[config.mk]
export PLATFORM = sky130hd
export DESIGN_NAME = eeprom_slave_front
export DESIGN_NICKNAME = d
export VERILOG_FILES = /design/src/rtl/eeprom_slave_pkg.sv /design/src/rtl/eeprom_slave_front.sv
export SDC_FILE = /design/constraint.sdc
export NUM_CORES = 1
export LEC_CHECK = 0
export ABC_AREA = 1
export BUFFER_PORTS_ARGS = -buffer_cell sky130_fd_sc_hd__buf_2
export CORE_UTILIZATION = 58
export CTS_CLUSTER_SIZE = 14
export DETAILED_ROUTE_END_ITERATION = 10
export PLACE_DENSITY_LB_ADDON = 0.3
export SYNTH_ARGS = -nofsm -noshare
export SYNTH_HDL_FRONTEND = slang
export SYNTH_SLANG_ARGS = --single-unit
[constraint.sdc]
create_clock -name core_clk -period 2.6 [get_ports core_clk]
set_clock_uncertainty 0.05 [all_clocks]
set_input_delay 0.13 -clock core_clk [delete_from_list [all_inputs] [get_ports core_clk]]
set_output_delay 0.13 -clock core_clk [all_outputs]
set_load 0.01 [all_outputs]
[src/rtl/eeprom_slave_pkg.sv]
/*
 * Shared constants for the two-wire EEPROM slave front end: register map,
 * reset values, slave address layout, bus response codes and timing.
 * Assumes a 100 MHz core clock and 32-bit AXI4-Lite register access.
 */
package eeprom_slave_pkg;

	// ----------------------------------------------------------------
	// Register map (byte addresses)
	// ----------------------------------------------------------------
	localparam logic [7:0]  CTRL_OFFSET      = 8'h00;
	localparam logic [7:0]  STATUS_OFFSET    = 8'h04;
	localparam logic [7:0]  READ_DATA_OFFSET = 8'h08;
	localparam logic [7:0]  POINTER_OFFSET   = 8'h0c;
	localparam logic [7:0]  LAST_BYTE_OFFSET = 8'h10;

	localparam int          CTRL_ENABLE_BIT  = 0;
	localparam int          STAT_STANDBY_BIT = 0;
	localparam int          STAT_BUSY_BIT    = 1;
	localparam int          STAT_PROTECT_BIT = 2;
	localparam int          STAT_ACTIVE_BIT  = 3;
	localparam int          LAST_COUNT_POS   = 8;

	localparam logic        CTRL_ENABLE_RST  = 1'b1;
	localparam logic [7:0]  READ_DATA_RST    = 8'h00;
	localparam logic [15:0] POINTER_RST      = 16'h0000;
	// Bus lines rest high, straps and protect low
	localparam logic [5:0]  PINS_RST         = 6'h03;

	// ----------------------------------------------------------------
	// Slave address byte
	// ----------------------------------------------------------------
	localparam logic [3:0]  DEVICE_TYPE      = 4'ha;
	localparam logic        DIR_READ         = 1'b1;
	localparam logic [3:0]  BITS_PER_BYTE    = 4'h8;
	localparam logic [7:0]  PAGE_BYTES       = 8'h80;
	localparam int          PAGE_BITS        = 7;
	localparam int          ADDR_BITS        = 16;

	// ----------------------------------------------------------------
	// Bus responses
	// ----------------------------------------------------------------
	localparam logic [1:0]  RESP_OKAY        = 2'h0;
	localparam logic [1:0]  RESP_SLVERR      = 2'h2;

	// ----------------------------------------------------------------
	// Timing
	// ----------------------------------------------------------------
	localparam int          CLK_FREQ_MHZ     = 100;
	localparam int          WRITE_TIME_US    = 5000;
	localparam int          WRITE_CYCLES_DEF = WRITE_TIME_US * CLK_FREQ_MHZ;
	localparam int          BUSY_CNT_BITS    = 24;

endpackage

[src/rtl/eeprom_slave_front.sv]
/*
 * Two-wire bus slave front end of a 64K x 8 serial EEPROM with an
 * AXI4-Lite register port. Detects Start and Stop, shifts bytes, matches
 * the slave address, acknowledges, tracks the byte pointer and models the
 * internal programming cycle as a busy interval.
 * Assumes an external pull-up on the data line, pull-downs on the select
 * and protect pins, and a master that keeps its own side of the protocol.
 */
// The AXI4-Lite interface to the registers and the placing of the registers were chosen for this implementation.
// Behaviour
// Data line stable while clock is high
// Data edge under high clock is condition
// One clock pulse per bit, sampled high
// Start: data falls while clock high
// Ignore bus and drive nothing before Start
// Stop: data rises while clock high
// Master ends every operation with Stop
// Master starts only on idle bus
// Receiver acknowledges each byte by pulling low
// Start anywhere restarts address reception
// Master recovers with nine clocks, then Start
// Standby after power-up until command
// Stop after non-write returns to standby
// After write, standby once programming ends
// Address top nibble must be 1010
// Next three bits match select pins
// Address bit zero: 1 read, 0 write
// Matching address acknowledged on ninth clock
// Floating select pin counts as zero
// Protect input high makes array read-only
// Byte pointer is sixteen bits wide
// Page writes up to 128 bytes
// No response during programming cycle
// Mismatch: release data, wait for Start
`timescale 1ns/10ps

module eeprom_slave_front
	import eeprom_slave_pkg::*;
#(
	parameter int WRITE_CYCLES = WRITE_CYCLES_DEF
)
(
	input  wire logic        core_clk,
	input  wire logic        nrst,
	input  wire logic        scl_in,
	input  wire logic        sda_in,
	output logic             sda_out,
	output logic             sda_oe,
	input  wire logic        select_pin_low,
	input  wire logic        select_pin_mid,
	input  wire logic        select_pin_high,
	input  wire logic        write_protect,
	output logic             standby,
	input  wire logic [7:0]  s_axi_awaddr,
	input  wire logic        s_axi_awvalid,
	output logic             s_axi_awready,
	input  wire logic [31:0] s_axi_wdata,
	input  wire logic [3:0]  s_axi_wstrb,
	input  wire logic        s_axi_wvalid,
	output logic             s_axi_wready,
	output logic [1:0]       s_axi_bresp,
	output logic             s_axi_bvalid,
	input  wire logic        s_axi_bready,
	input  wire logic [7:0]  s_axi_araddr,
	input  wire logic        s_axi_arvalid,
	output logic             s_axi_arready,
	output logic [31:0]      s_axi_rdata,
	output logic [1:0]       s_axi_rresp,
	output logic             s_axi_rvalid,
	input  wire logic        s_axi_rready
);

	typedef enum logic [3:0] {
		ST_IDLE,
		ST_ADDR,
		ST_ADDR_ACK,
		ST_PTR_HI,
		ST_PTR_LO,
		ST_WDATA,
		ST_DATA_ACK,
		ST_RDATA,
		ST_MASTER_ACK,
		ST_WAIT
	} bus_state_e;

	// ----------------------------------------------------------------
	// Pin synchronisers
	// ----------------------------------------------------------------
	logic [5:0]  pins_s1;
	logic [5:0]  pins_s2;
	logic        scl_d;
	logic        sda_d;
	logic        scl_s;
	logic        sda_s;
	logic [2:0]  select_s;
	logic        protect_s;

	always_ff @(posedge core_clk or negedge nrst)
	begin
		if (!nrst)
		begin
			// Idle level, so release shows no false clock edge
			pins_s1 <= PINS_RST;
			pins_s2 <= PINS_RST;
			scl_d   <= 1'b1;
			sda_d   <= 1'b1;
		end
		else
		begin
			pins_s1 <= {write_protect, select_pin_high, select_pin_mid,
				select_pin_low, sda_in, scl_in};
			pins_s2 <= pins_s1;
			scl_d   <= pins_s2[0];
			sda_d   <= pins_s2[1];
		end
	end

	assign scl_s     = pins_s2[0];
	assign sda_s     = pins_s2[1];
	// Pins read as driven; an open pin relies on the board pull-down
	assign select_s  = pins_s2[4:2];
	assign protect_s = pins_s2[5];

	// ----------------------------------------------------------------
	// Bus conditions
	// ----------------------------------------------------------------
	logic        scl_rise;
	logic        scl_fall;
	logic        start_det;
	logic        stop_det;

	assign scl_rise  = scl_s & ~scl_d;
	assign scl_fall  = ~scl_s & scl_d;
	// Data edges under a high clock are conditions, never data
	assign start_det = scl_s & scl_d & sda_d & ~sda_s;
	assign stop_det  = scl_s & scl_d & ~sda_d & sda_s;

	// ----------------------------------------------------------------
	// Registers seen by software
	// ----------------------------------------------------------------
	logic        enable_reg;
	logic [7:0]  read_data_reg;
	logic [15:0] pointer_reg;
	logic [7:0]  last_byte_reg;
	logic [7:0]  page_count_reg;
	logic [BUSY_CNT_BITS-1:0] busy_cnt_reg;
	logic        busy;

	// ----------------------------------------------------------------
	// Protocol state
	// ----------------------------------------------------------------
	bus_state_e  state_reg;
	bus_state_e  after_ack_reg;
	logic [3:0]  bit_cnt_reg;
	logic [7:0]  shift_reg;
	logic [7:0]  tx_reg;
	logic        is_write_reg;
	logic        addr_match;
	logic        sda_oe_reg;
	logic        standby_reg;

	assign busy       = busy_cnt_reg != '0;
	assign addr_match = (shift_reg[7:4] == DEVICE_TYPE)
		&& (shift_reg[3:1] == select_s);

	always_ff @(posedge core_clk or negedge nrst)
	begin
		if (!nrst)
		begin
			state_reg     <= ST_IDLE;
			after_ack_reg <= ST_IDLE;
			bit_cnt_reg   <= 4'h0;
			shift_reg     <= 8'h00;
			tx_reg        <= 8'h00;
			is_write_reg  <= 1'b0;
			sda_oe_reg    <= 1'b0;
		end
		else if (!enable_reg)
		begin
			state_reg  <= ST_IDLE;
			sda_oe_reg <= 1'b0;
		end
		else if (start_det)
		begin
			// Restart wins over any byte in flight
			state_reg   <= ST_ADDR;
			bit_cnt_reg <= 4'h0;
			sda_oe_reg  <= 1'b0;
		end
		else if (stop_det)
		begin
			state_reg  <= ST_IDLE;
			sda_oe_reg <= 1'b0;
		end
		else
		begin
			unique case (state_reg)
				ST_IDLE, ST_WAIT:
				begin
					sda_oe_reg <= 1'b0;
				end
				ST_ADDR, ST_PTR_HI, ST_PTR_LO, ST_WDATA:
				begin
					if (scl_rise && bit_cnt_reg != BITS_PER_BYTE)
					begin
						shift_reg   <= {shift_reg[6:0], sda_s};
						bit_cnt_reg <= bit_cnt_reg + 4'h1;
					end
					else if (scl_fall && bit_cnt_reg == BITS_PER_BYTE)
					begin
						bit_cnt_reg <= 4'h0;
						if (state_reg != ST_ADDR)
						begin
							sda_oe_reg    <= 1'b1;
							state_reg     <= ST_DATA_ACK;
							after_ack_reg <= (state_reg == ST_PTR_HI) ? ST_PTR_LO
								: ST_WDATA;
						end
						else if (addr_match && !busy)
						begin
							sda_oe_reg   <= 1'b1;
							state_reg    <= ST_ADDR_ACK;
							is_write_reg <= shift_reg[0] != DIR_READ;
						end
						else
						begin
							state_reg <= ST_WAIT;
						end
					end
				end
				ST_ADDR_ACK, ST_DATA_ACK:
				begin
					if (scl_fall)
					begin
						if (state_reg == ST_ADDR_ACK && !is_write_reg)
						begin
							state_reg  <= ST_RDATA;
							tx_reg     <= {read_data_reg[6:0], 1'b0};
							sda_oe_reg <= ~read_data_reg[7];
						end
						else
						begin
							state_reg  <= (state_reg == ST_ADDR_ACK) ? ST_PTR_HI
								: after_ack_reg;
							sda_oe_reg <= 1'b0;
						end
					end
				end
				ST_RDATA:
				begin
					if (scl_rise)
					begin
						bit_cnt_reg <= bit_cnt_reg + 4'h1;
					end
					else if (scl_fall)
					begin
						if (bit_cnt_reg == BITS_PER_BYTE)
						begin
							bit_cnt_reg <= 4'h0;
							sda_oe_reg  <= 1'b0;
							state_reg   <= ST_MASTER_ACK;
						end
						else
						begin
							// Changes only with the clock low
							sda_oe_reg <= ~tx_reg[7];
							tx_reg     <= {tx_reg[6:0], 1'b0};
						end
					end
				end
				ST_MASTER_ACK:
				begin
					if (scl_rise)
					begin
						state_reg <= sda_s ? ST_WAIT : ST_MASTER_ACK;
						tx_reg    <= read_data_reg;
					end
					else if (scl_fall)
					begin
						state_reg  <= ST_RDATA;
						sda_oe_reg <= ~tx_reg[7];
						tx_reg     <= {tx_reg[6:0], 1'b0};
					end
				end
				default:
				begin
					state_reg  <= ST_IDLE;
					sda_oe_reg <= 1'b0;
				end
			endcase
		end
	end

	// ----------------------------------------------------------------
	// Byte pointer, page count and programming cycle
	// ----------------------------------------------------------------
	logic        byte_done;
	logic        read_done;

	assign byte_done = scl_fall && bit_cnt_reg == BITS_PER_BYTE
		&& !start_det && !stop_det && enable_reg;
	assign read_done = scl_rise && state_reg == ST_MASTER_ACK
		&& !start_det && !stop_det && enable_reg;

	always_ff @(posedge core_clk or negedge nrst)
	begin
		if (!nrst)
		begin
			pointer_reg    <= POINTER_RST;
			last_byte_reg  <= 8'h00;
			page_count_reg <= 8'h00;
		end
		else if (start_det)
		begin
			page_count_reg <= 8'h00;
		end
		else if (byte_done && state_reg == ST_PTR_HI)
		begin
			pointer_reg[15:8] <= shift_reg;
		end
		else if (byte_done && state_reg == ST_PTR_LO)
		begin
			pointer_reg[7:0] <= shift_reg;
		end
		else if (byte_done && state_reg == ST_WDATA)
		begin
			last_byte_reg <= shift_reg;
			// Low page bits wrap; a long burst overwrites its page
			pointer_reg[PAGE_BITS-1:0] <= pointer_reg[PAGE_BITS-1:0] + 7'h01;
			if (page_count_reg != PAGE_BYTES)
			begin
				page_count_reg <= page_count_reg + 8'h01;
			end
		end
		else if (read_done || (byte_done && state_reg == ST_RDATA))
		begin
			if (byte_done)
			begin
				pointer_reg <= pointer_reg + 16'h0001;
			end
		end
	end

	always_ff @(posedge core_clk or negedge nrst)
	begin
		if (!nrst)
		begin
			busy_cnt_reg <= '0;
		end
		else if (busy)
		begin
			busy_cnt_reg <= busy_cnt_reg - BUSY_CNT_BITS'(1);
		end
		else if (stop_det && enable_reg && state_reg == ST_WDATA
			&& page_count_reg != 8'h00 && !protect_s)
		begin
			busy_cnt_reg <= BUSY_CNT_BITS'(WRITE_CYCLES);
		end
	end

	// Standby only with the bus idle and no programming pending
	always_ff @(posedge core_clk or negedge nrst)
	begin
		if (!nrst)
		begin
			standby_reg <= 1'b1;
		end
		else
		begin
			standby_reg <= state_reg == ST_IDLE && !busy;
		end
	end

	assign sda_oe  = sda_oe_reg;
	assign standby = standby_reg;

	always_ff @(posedge core_clk or negedge nrst)
	begin
		if (!nrst)
		begin
			sda_out <= 1'b0;
		end
		else
		begin
			// Open drain: only ever pulls low
			sda_out <= 1'b0;
		end
	end

	// ----------------------------------------------------------------
	// AXI4-Lite write channel
	// ----------------------------------------------------------------
	logic        aw_full_reg;
	logic        w_full_reg;
	logic [7:0]  aw_addr_reg;
	logic [31:0] w_data_reg;
	logic [3:0]  w_strb_reg;
	logic        do_write;

	assign do_write = aw_full_reg && w_full_reg && !s_axi_bvalid;

	always_ff @(posedge core_clk or negedge nrst)
	begin
		if (!nrst)
		begin
			aw_full_reg   <= 1'b0;
			w_full_reg    <= 1'b0;
			aw_addr_reg   <= 8'h00;
			w_data_reg    <= 32'h0000_0000;
			w_strb_reg    <= 4'h0;
			s_axi_awready <= 1'b1;
			s_axi_wready  <= 1'b1;
			s_axi_bvalid  <= 1'b0;
			s_axi_bresp   <= RESP_OKAY;
		end
		else
		begin
			if (s_axi_awvalid && s_axi_awready)
			begin
				aw_full_reg   <= 1'b1;
				aw_addr_reg   <= s_axi_awaddr;
				s_axi_awready <= 1'b0;
			end
			if (s_axi_wvalid && s_axi_wready)
			begin
				w_full_reg   <= 1'b1;
				w_data_reg   <= s_axi_wdata;
				w_strb_reg   <= s_axi_wstrb;
				s_axi_wready <= 1'b0;
			end
			if (do_write)
			begin
				aw_full_reg  <= 1'b0;
				w_full_reg   <= 1'b0;
				s_axi_bvalid <= 1'b1;
				s_axi_bresp  <= (aw_addr_reg == CTRL_OFFSET
					|| aw_addr_reg == READ_DATA_OFFSET) ? RESP_OKAY : RESP_SLVERR;
			end
			if (s_axi_bvalid && s_axi_bready)
			begin
				s_axi_bvalid  <= 1'b0;
				s_axi_awready <= 1'b1;
				s_axi_wready  <= 1'b1;
			end
		end
	end

	always_ff @(posedge core_clk or negedge nrst)
	begin
		if (!nrst)
		begin
			enable_reg    <= CTRL_ENABLE_RST;
			read_data_reg <= READ_DATA_RST;
		end
		else if (do_write && w_strb_reg[0])
		begin
			if (aw_addr_reg == CTRL_OFFSET)
			begin
				enable_reg <= w_data_reg[CTRL_ENABLE_BIT];
			end
			if (aw_addr_reg == READ_DATA_OFFSET)
			begin
				read_data_reg <= w_data_reg[7:0];
			end
		end
	end

	// ----------------------------------------------------------------
	// AXI4-Lite read channel
	// ----------------------------------------------------------------
	logic [31:0] read_mux;
	logic        read_hit;

	always_comb
	begin
		read_mux = 32'h0000_0000;
		read_hit = 1'b1;
		unique case (s_axi_araddr)
			CTRL_OFFSET:
			begin
				read_mux[CTRL_ENABLE_BIT] = enable_reg;
			end
			STATUS_OFFSET:
			begin
				read_mux[STAT_STANDBY_BIT] = standby_reg;
				read_mux[STAT_BUSY_BIT]    = busy;
				read_mux[STAT_PROTECT_BIT] = protect_s;
				read_mux[STAT_ACTIVE_BIT]  = state_reg != ST_IDLE;
			end
			READ_DATA_OFFSET:
			begin
				read_mux[7:0] = read_data_reg;
			end
			POINTER_OFFSET:
			begin
				read_mux[ADDR_BITS-1:0] = pointer_reg;
			end
			LAST_BYTE_OFFSET:
			begin
				read_mux[7:0] = last_byte_reg;
				read_mux[LAST_COUNT_POS +: 8] = page_count_reg;
			end
			default:
			begin
				read_hit = 1'b0;
			end
		endcase
	end

	always_ff @(posedge core_clk or negedge nrst)
	begin
		if (!nrst)
		begin
			s_axi_arready <= 1'b1;
			s_axi_rvalid  <= 1'b0;
			s_axi_rdata   <= 32'h0000_0000;
			s_axi_rresp   <= RESP_OKAY;
		end
		else if (s_axi_arvalid && s_axi_arready)
		begin
			s_axi_arready <= 1'b0;
			s_axi_rvalid  <= 1'b1;
			s_axi_rdata   <= read_mux;
			s_axi_rresp   <= read_hit ? RESP_OKAY : RESP_SLVERR;
		end
		else if (s_axi_rvalid && s_axi_rready)
		begin
			s_axi_rvalid  <= 1'b0;
			s_axi_arready <= 1'b1;
		end
	end

endmodule

==> results of run 1 <==
-- critical path: stages (launching register included) --
cell and delay, ps:
dfstp_2 570, ha_1 240, nand3_4 170, nand2_2 170
nor2_8 70, nand2_8 130, nor2_4 50, inv_2 230
nand3_2 240, nand2_2 190, nand2_1 60, nand2_1 70
-- placed cells by master (no fill, tap or decap), types with 7 or more instances in the layout --
cell and n:
a21oi_1 26, buf_2 61, buf_4 7, clkbuf_16 17, conb_1 19, dfrtp_1 139, dfstp_2 11, dlygate4sd3_1 30
ha_1 10, inv_1 128, inv_2 9, inv_6 9, nand2_1 286, nand3_1 46, nand4_1 16, nor2_1 109
nor3_1 24, o21ai_0 89, o21ai_1 13, xnor2_1 16, xor2_1 18
-- synthesized netlist by cell type, types with 2 or more instances --
master / count
o221ai_1: 5
clkbuf_1: 12
inv_2: 9
nand3_4: 2
o21ai_1: 13
buf_4: 21
o211ai_1: 3
clkinv_1: 2
o22ai_1: 6
buf_2: 2
nand2_1: 286
o21ai_0: 89
dfstp_2: 11
o31ai_1: 2
o2111ai_1: 2
nand2_2: 5
inv_1: 128
nand4_1: 16
nor3_1: 24
nor2_1: 109
nor2_2: 4
a31oi_1: 2
xor2_1: 18
nand3_1: 46
a211oi_1: 2
a21oi_1: 26
nand3_2: 3
dfrtp_1: 139
xnor2_1: 16
nor4_1: 4
nor2_4: 4
ha_1: 10
-- logic make-up after synthesis --
group | after synthesis
AND/OR/NAND/NOR | 511
flip-flops | 150
AO/OA/AOI/OAI | 153
adder cells (fa/ha/maj) | 10
other | 1
XOR/XNOR | 34
buffers and inverters | 176
-- final cells by class --
class	instances	area (µm²)	share of cell area, %
Tap cell	176	220	2.37
Sequential cell	150	3770	40.5
Inverter	140	528	5.68
Multi-Input combinational cell	727	3550	38.3
Clock inverter	13	109	1.17
Clock buffer	19	443	4.77
Timing Repair Buffer	99	669	7.20
-- worst paths after layout --
check / end / slack, ps / startpoint / cells after the start
worst max register to register: pointer_reg[2] / 290 / pins_s2[0] / 11
max in group asynchronous: pointer_reg[11] / 1440 / nrst / 3
worst min register to register: pins_s2[2] / 300 / pins_s1[2] / 0
worst min-delay path: s_axi_rvalid / 80 / s_axi_arvalid / 4
min in group asynchronous: page_count_reg[6] / 270 / nrst / 2
worst max-delay path: pointer_reg[2] / 290 / pins_s2[0] / 11
-- per-stage QoR --
stage / area, µm² / instances / hold WS [ps] / worst slack (ps) / util [%]
global placement: 8440 / 1262 / 186 / 399 / 63.2
floorplan: 8070 / 1053 / -216 / 697 / -
CTS: 9290 / 1324 / 77.5 / 279 / 69.6
detailed placement: 8440 / 1262 / 186 / 316 / 63.2
finish: 9290 / 1324 / 84.1 / 285 / 69.6
global route: 9290 / 1324 / 98.2 / 94.7 / 69.6
-- layer usage --
layer / GRT usage (%) / part of all wire, % / vias up
met1: 36.5 / 43 / 3244
li1: - / - / 3477
met4: 11.3 / 2.7 / 0
met2: 44.7 / 48 / 197
met5: 0 / 0 / -
met3: 6.99 / 6.0 / 32
-- timing repair --
item	4_1_cts	5_1_grt
setup buffers	0	0
hold buffers	30	0
endpoints found under the hold margin	104	0
-- power by group through the flow --
stage | clock, W | combinational [W] | sequential [W]
after detailed placement | 0 | 0.000856 | 0.00284
after floorplan | 0 | 0.000498 | 0.00287
after global placement | 0 | 0.000820 | 0.00283
after CTS | 0.00235 | 0.000913 | 0.00280
after global routing | 0.00245 | 0.00105 | 0.00284
final | 0.00231 | 0.000918 | 0.00280
==> flow_summary.yaml, run 1 <==
status:
  status: "finished, final reports clean"
worst_setup_path:
  critPathCaptureType: "flop"
  critical_path_required_ps: 2920
  cp_max_fo: 17
  cp-start-kind: "flop"
  worstPathArrival_ps: 2640
  worst-setup-path-type: "reg -> reg"
drt:
  postRouteAntennaNets: 0
  wl_um: 18400
  drc: 0
  drtPass1Iterations: 5
  routedWlPerCell_um: 13.9
  drt-initial-drc-count: 529
  vias: 6950
  via_per_inst: 5.25
yosys:
  ys_types: 46
  ys.flop_type: "dfrtp_1"
  synth_compound_area_share_pct: 10.6
  synthArstFlopShare_pct: 100
  synthSimpleGateAreaFrac_pct: 27.7
  ys_seq_area_share_pct: 47.1
  muxShareOfSynthArea_pct: 0
  synth_xor_area_share_pct: 3.72
  synth_top_family_by_area: "simple AND/OR/NAND/NOR gates"
  syn_area_per_cell_um2: 7.74
  yosys_warnings: 0
  ys_top_cells_by_area: "dfrtp_1, nand2_1, inv_1, o21ai_0, nor2_1"
  synth_top_area_share_pct: 43.4
  netlist_instances: 1035
  synth-seq-cells: 150
  yosys.area.top_type: "dfrtp_1"
  synth_edf_count: 0
  netlist_area_um2: 8010
  synth_fa_ha_area_share_pct: 1.56
placement:
  dpl.hpwl_um: 12900
  portBuffers: 62
  gp_congestion: 0.917
clock_network:
  cts.repair.resized: 0
  h-tree-depth: 4
  cts_buffers: 17
  cts_tree: "yes"
  worstSkewPairLatency_ps: 440
  cts_num_sinks: 150
  cts_buffer_depth: 2
  cts_root_buffer: "clkbuf_16"
  clk_transition_reported_paths_ps: 70
timing:
  tightest_slew_ps: 812
  hold_viol: 0
  rsz0062_at_grt: "false"
  fmax_ghz: 0.432
  fin_crit_ps: 2310
  slew_headroom_pct: 45.9
  final.setup.tns_ps: 0
  period_share_pct: 89.0
  slew_violations: 0
  setup_viol: 0
pwr:
  pwr-share-clk_pct: 38.3
  power.total_w: 0.00603
  ir_worst_vdd_mv: 0.636
  intPower_w: 0.00427
  p_sw_share_pct: 29.1
  combPwrFrac_pct: 15.2
  pwr-share-seq_pct: 46.5
  powerDensity_nw_per_um2: 649
  switchingPower_w: 0.00176
  leakage_nw: 4.81
hold_path:
  hold_path.class: "in -> reg"
finish:
  area_growth_pct: 16.0
  drive_gt1_share_pct: 12.8
  antenna_cells: 0
  final_nets: 1210
  largest_reg_flops: 24
  nFillCells: 1086
floorplan:
  core_area_um2: 13300
  pin_count: 109
  start_util_pct: 60.0
  die_w_um: 119
  die_area_um2: 14300
  die_h_um: 119
  num_rows: 42
grt:
  overflow: 0
  grt_max_degree: 93
  grt_pass1_wl_um: 31000
  grt_antenna_before_repair: 0
  grt_pass1_vias: 6574
  grtUsageTotal_pct: 27.9
run:
  cap_viol_max_count: 0
Note: power is estimated with default switching activity, not from simulation.
==> run 2, diff against run 1 <==
--- a/config.mk
+++ b/config.mk
@@ -7,7 +7,8 @@
 export LEC_CHECK = 0
 export ABC_AREA = 1
 export BUFFER_PORTS_ARGS = -buffer_cell sky130_fd_sc_hd__buf_2
-export CORE_UTILIZATION = 58
+export CORE_UTILIZATION = 60
+export CTS_BUF_LIST = sky130_fd_sc_hd__clkbuf_4
 export CTS_CLUSTER_SIZE = 14
 export DETAILED_ROUTE_END_ITERATION = 10
 export PLACE_DENSITY_LB_ADDON = 0.3
==> run 2 against run 1 <==
Fmax down 0.68%. Sequential power about the same. Core utilization up 0.95 points. Die area down 3.3%. Clock power down 39%. Worst setup slack worse by 16 ps. Routed wire length down 2.1%. Cell count about the same. Register-to-register slack worse by 20 ps. Critical path type unchanged.
==> flow_summary.yaml, run 2 (synthesis results as in run 1) <==
status:
  status: "finished, final reports clean"
run:
  cap_viol_max_count: 0
drt:
  postRouteAntennaNets: 0
  wl_um: 18000
  vias: 7028
  drtPass1Iterations: 5
  drt-initial-drc-count: 564
  via_per_inst: 5.31
  drc: 0
  routedWlPerCell_um: 13.6
clock_network:
  cts_tree: "yes"
  cts_root_buffer: "clkbuf_4"
  cts_buffers: 17
  cts_buffer_depth: 2
  h-tree-depth: 4
  worstSkewPairLatency_ps: 570
  clk_transition_reported_paths_ps: 140
  cts_num_sinks: 150
  cts.repair.resized: 0
worst_setup_path:
  worstPathArrival_ps: 2790
  worst-setup-path-type: "reg -> reg"
  cp-start-kind: "flop"
  critPathCaptureType: "flop"
  critical_path_required_ps: 3060
  cp_max_fo: 17
pwr:
  power.total_w: 0.00515
  leakage_nw: 4.71
  p_sw_share_pct: 31.9
  pwr-share-seq_pct: 54.5
  pwr-share-clk_pct: 27.4
  powerDensity_nw_per_um2: 569
  combPwrFrac_pct: 18.1
  switchingPower_w: 0.00164
  intPower_w: 0.00351
  ir_worst_vdd_mv: 0.591
finish:
  layout_commonest_cell: "nand2_1"
  final_util_pct: 70.6
  final_nets: 1212
  area_growth_pct: 13.0
  layout_common_cells: "nand2_1, dfrtp_1, inv_1, nor2_1, o21ai_0"
  largest_reg_flops: 24
  drive_gt1_share_pct: 12.5
  nFillCells: 1049
timing:
  final.setup.tns_ps: 0
  hold-worst-slack_ps: 45.0
  period_share_pct: 89.6
  tightest_slew_ps: 662
  slew_headroom_pct: 55.8
  rsz0062_at_grt: "false"
  slew_violations: 0
  fmax_ghz: 0.429
  hold_viol: 0
  postLayoutSetupSlackWorst_ps: 269
  setup_viol: 0
  fin_crit_ps: 2330
floorplan:
  pin_count: 109
  start_util_pct: 62.4
  die_w_um: 118
  num_rows: 41
  core_area_um2: 12800
  die_area_um2: 13800
  die_h_um: 118
placement:
  portBuffers: 62
  place_ws_ps: 358
  dpl.hpwl_um: 12900
  gp_congestion: 0.918
grt:
  grt_max_degree: 72
  grt_pass1_vias: 6619
  grt_pass1_wl_um: 30900
  overflow: 0
  grtUsageTotal_pct: 28.0
  grt_antenna_before_repair: 1
hold_path:
  hold_path.class: "in -> async"
-- run 2: per-stage QoR --
| step | area (µm²) | instances |
|---|---|---|
| 4_1_cts | 9050 | 1322 |
| 2_1_floorplan | 8070 | 1053 |
| 6_report | 9050 | 1323 |
| 3_3_place_gp | 8430 | 1256 |
| 5_1_grt | 9050 | 1323 |
| 3_5_place_dp | 8430 | 1256 |
-- run 2: worst paths after layout --
path	cells past startpoint	slack, ps	from	endpoint
setup reg to reg	11	270	pins_s2[0]	pointer_reg[1]
hold / removal	2	50	nrst	page_count_reg[3]
hold reg to reg	0	310	pins_s1[3]	pins_s2[3]
setup / recovery	11	270	pins_s2[0]	pointer_reg[1]
max in group asynchronous	3	1710	nrst	pointer_reg[10]
min in group core_clk	6	50	s_axi_araddr[4]	s_axi_rresp[1]
-- run 2: timing repair --
action,4_1_cts,5_1_grt
buffers inserted,0,0
hold buffers,34,0
endpoints found under the hold margin,138,0
-- run 2: layout make-up --
cell class | count | area (µm²) | share of cell area (%)
Antenna cell | 1 | 2.50 | 0.0277
Sequential cell | 150 | 3770 | 41.6
Timing Repair Buffer | 101 | 707 | 7.81
Clock buffer | 17 | 128 | 1.41
Multi-Input combinational cell | 727 | 3550 | 39.3
Tap cell | 172 | 215 | 2.38
Inverter | 140 | 528 | 5.84
Clock inverter | 15 | 146 | 1.62
-- run 2: power groups by stage --
stage	Combinational [W]	Clock [W]	Sequential (W)
after floorplan	0.000498	0	0.00287
after global placement	0.000821	0	0.00283
after detailed placement	0.000859	0	0.00284
after CTS	0.000919	0.00145	0.00280
after global routing	0.00106	0.00155	0.00284
final	0.000930	0.00141	0.00280
-- run 2: worst max-delay path: stages (launching register included) --
cell	delay [ps]
dfstp_2	580
ha_1	220
nand3_4	170
nand2_2	160
nor2_8	70
nand2_8	130
nor2_4	50
inv_2	240
nand3_2	240
nand2_2	200
nand2_1	80
nand2_1	70
-- run 2: per-layer routing --
| metal | routed length (µm) | vias up | share of wire (%) | GRT usage [%] |
|---|---|---|---|---|
| li1 | - | 3478 | - | - |
| met1 | 8040 | 3291 | 45 | 36.8 |
| met2 | 8580 | 223 | 48 | 46.2 |
| met3 | 985 | 36 | 5.5 | 5.43 |
| met4 | 413 | 0 | 2.3 | 10.2 |
| met5 | 0 | - | 0 | 0 |
==> run 3, diff against run 2 <==
--- a/config.mk
+++ b/config.mk
@@ -7,8 +7,7 @@
 export LEC_CHECK = 0
 export ABC_AREA = 1
 export BUFFER_PORTS_ARGS = -buffer_cell sky130_fd_sc_hd__buf_2
-export CORE_UTILIZATION = 60
-export CTS_BUF_LIST = sky130_fd_sc_hd__clkbuf_4
+export CORE_UTILIZATION = 52
 export CTS_CLUSTER_SIZE = 14
 export DETAILED_ROUTE_END_ITERATION = 10
 export PLACE_DENSITY_LB_ADDON = 0.3
==> constraint.sdc (replaced) <==
create_clock -name core_clk -period 2.1 [get_ports core_clk]
set_clock_uncertainty 0.05 [all_clocks]
set_input_delay 0.105 -clock core_clk [delete_from_list [all_inputs] [get_ports core_clk]]
set_output_delay 0.105 -clock core_clk [all_outputs]
set_load 0.01 [all_outputs]
==> run 3 against run 2 <==
Cell count up 2.3%. Register-to-register slack got worse by 170 ps. Core utilization shrank 6.1 points. Critical path depth fell by 3. Sequential power increased by 24%. Fmax increased by 16%. Sequential share of layout area decreased by 2.0 points. Clock power is 100% higher. Largest cell class unchanged. Global-route usage decreased by 3.6 points. Non-clock buffer count grew 19. Cell area increased by 5.1%. Critical endpoint is now s_axi_rdata[1].
==> flow_summary.yaml, run 3 (synthesis results as in run 1) <==
pwr:
  power.total_w: 0.00749
  switchingPower_w: 0.00219
  p_sw_share_pct: 29.2
  intPower_w: 0.00531
  ir_worst_vdd_mv: 0.859
  leakage_nw: 4.95
  powerDensity_nw_per_um2: 788
  pwr-share-clk_pct: 38.3
  pwr-share-seq_pct: 46.5
  combPwrFrac_pct: 15.2
grt:
  overflow: 0
  grt_antenna_before_repair: 0
  grtUsageTotal_pct: 24.3
  grt_pass1_vias: 6349
  grt_max_degree: 57
  grt_pass1_wl_um: 30500
drt:
  routedWlPerCell_um: 13.5
  via_per_inst: 5.12
  postRouteAntennaNets: 0
  drtPass1Iterations: 6
  wl_um: 18300
  drc: 0
  drt-initial-drc-count: 492
  vias: 6928
clock_network:
  cts_root_buffer: "clkbuf_16"
  h-tree-depth: 4
  cts_num_sinks: 150
  cts_buffer_depth: 2
  cts_tree: "yes"
  cts_buffers: 17
  worstSkewPairLatency_ps: 440
  clk_transition_reported_paths_ps: 60
worst_setup_path:
  worst_path_max_delay_cell: "dfrtp_1"
  crit_family: "simple AND/OR/NAND/NOR gates"
  cp_common_cell: "nand2_1"
  cp_max_fo: 4
  path_cells: "nor2_1, nand2_1, nor2_2, nand2_1, nor2_2, o22ai_1, o21ai_0, nand2_1"
  crit_path_start: "busy_cnt_reg[13]"
  worst-setup-path-type: "reg -> reg"
  max_stage_delay_ps: 440
  cp-start-kind: "flop"
  r2r_end: "s_axi_rdata[1]"
  rrSetupSlack_ps: 90
  worstPathArrival_ps: 2250
  crit_cells: 8
  critical_path_required_ps: 2340
  ff2ff_path_depth: 8
  r2r-start: "busy_cnt_reg[13]"
  critPathCaptureType: "flop"
  cp-endpoint: "s_axi_rdata[1]"
  crit_buf_inv: 0
finish:
  largest_reg_flops: 24
  multi_input_area_um2: 3580
  layout_commonest_cell: "nand2_1"
  layout_common_cells: "nand2_1, dfrtp_1, inv_1, nor2_1, o21ai_0"
  area_growth_pct: 18.8
  final_nets: 1231
  antenna_cells: 0
  drive_gt1_share_pct: 14.8
  nFillCells: 1264
  ff_latch_area_um2: 3770
placement:
  portBuffers: 62
  gp_congestion: 0.942
  dpl.hpwl_um: 13200
floorplan:
  die_w_um: 126
  die_area_um2: 15900
  core_area_um2: 14800
  num_rows: 44
  pin_count: 109
  start_util_pct: 54.3
  die_h_um: 126
hold_path:
  hold_path.class: "in -> async"
timing:
  slew_headroom_pct: 64.8
  tightest_slew_ps: 523
  slew_violations: 0
  setup_viol: 0
  fmax_ghz: 0.499
  period_share_pct: 95.5
  rsz0062_at_grt: "false"
  final.setup.tns_ps: 0
  hold_viol: 0
  fin_crit_ps: 2010
status:
  status: "finished, final reports clean"
run:
  cap_viol_max_count: 0
==> run 3: cell count changes in the layout (fill, tap and decap cells not counted), sizes merged, moves of 2 or more <==
cell,before,now
clkinvlp,0,3
buf,67,90
dlygate4sd3,34,30
inv,144,147
clkinv,10,3
clkbuf,17,19
==> run 3: stage by stage <==
step | std cells | worst slack [ps] | area [µm²] | hold slack (ps) | utilization (%)
floorplan | 1053 | 197 | 8070 | -241 | -
global placement | 1289 | 172 | 8620 | 7.26 | 58.4
detailed placement | 1289 | 138 | 8620 | 16.2 | 58.4
CTS | 1351 | 93.1 | 9470 | 98.2 | 64.2
global route | 1353 | 4.51 | 9510 | 150 | 64.5
finish | 1353 | 94.6 | 9510 | 117 | 64.5
==> run 3: cell type report <==
type	count	area share, %
flip-flops and latches	150	39.6
clock buffers	19	4.66
well taps	184	2.42
multi-input cells	727	37.6
repair buffers	120	8.96
inverters	140	5.55
clock inverters	13	1.14
==> run 3: worst register-to-register path: cells and delay by family, from the launching register on <==
kind / cells / cell delay (ps)
AO/OA/AOI/OAI: 2 / 510
flip-flops: 1 / 440
AND/OR/NAND/NOR: 6 / 870
==> run 3: power groups by stage <==
stage          Sequential, W  Combinational [W]  Clock (W)
6_report             0.00348            0.00114    0.00287
5_1_grt              0.00352            0.00131    0.00303
4_1_cts              0.00348            0.00114    0.00291
3_5_place_dp         0.00353            0.00108          0
3_3_place_gp         0.00350            0.00104          0
2_1_floorplan        0.00355           0.000616          0
==> run 3: worst min-delay path by stage <==
stage	to	cells after the start	slack (ps)	startpoint
final	page_count_reg[5]	2	120	nrst
after global routing	s_axi_rdata[2]	4	150	s_axi_arvalid
after CTS	s_axi_rresp[1]	5	100	s_axi_araddr[2]
after detailed placement	page_count_reg[5]	1	20	nrst
after global placement	page_count_reg[5]	1	7	nrst
after floorplan	after_ack_reg[0]	0	-240	nrst
==> run 3: layer usage <==
layer  track usage [%]  wire length [µm]  share of wire (%)
met5                 0                 0                  0
met4              8.93               341                1.9
met3              4.04              1020                5.6
met2              39.6              8560                 47
met1              32.8              8350                 46
==> run 3: what timing repair did <==
action	4_1_cts	5_1_grt
setup endpoints to repair	0	23
endpoints found under the hold margin	121	0
buffers inserted	0	2
gates resized for setup	0	7
hold buffers	30	0
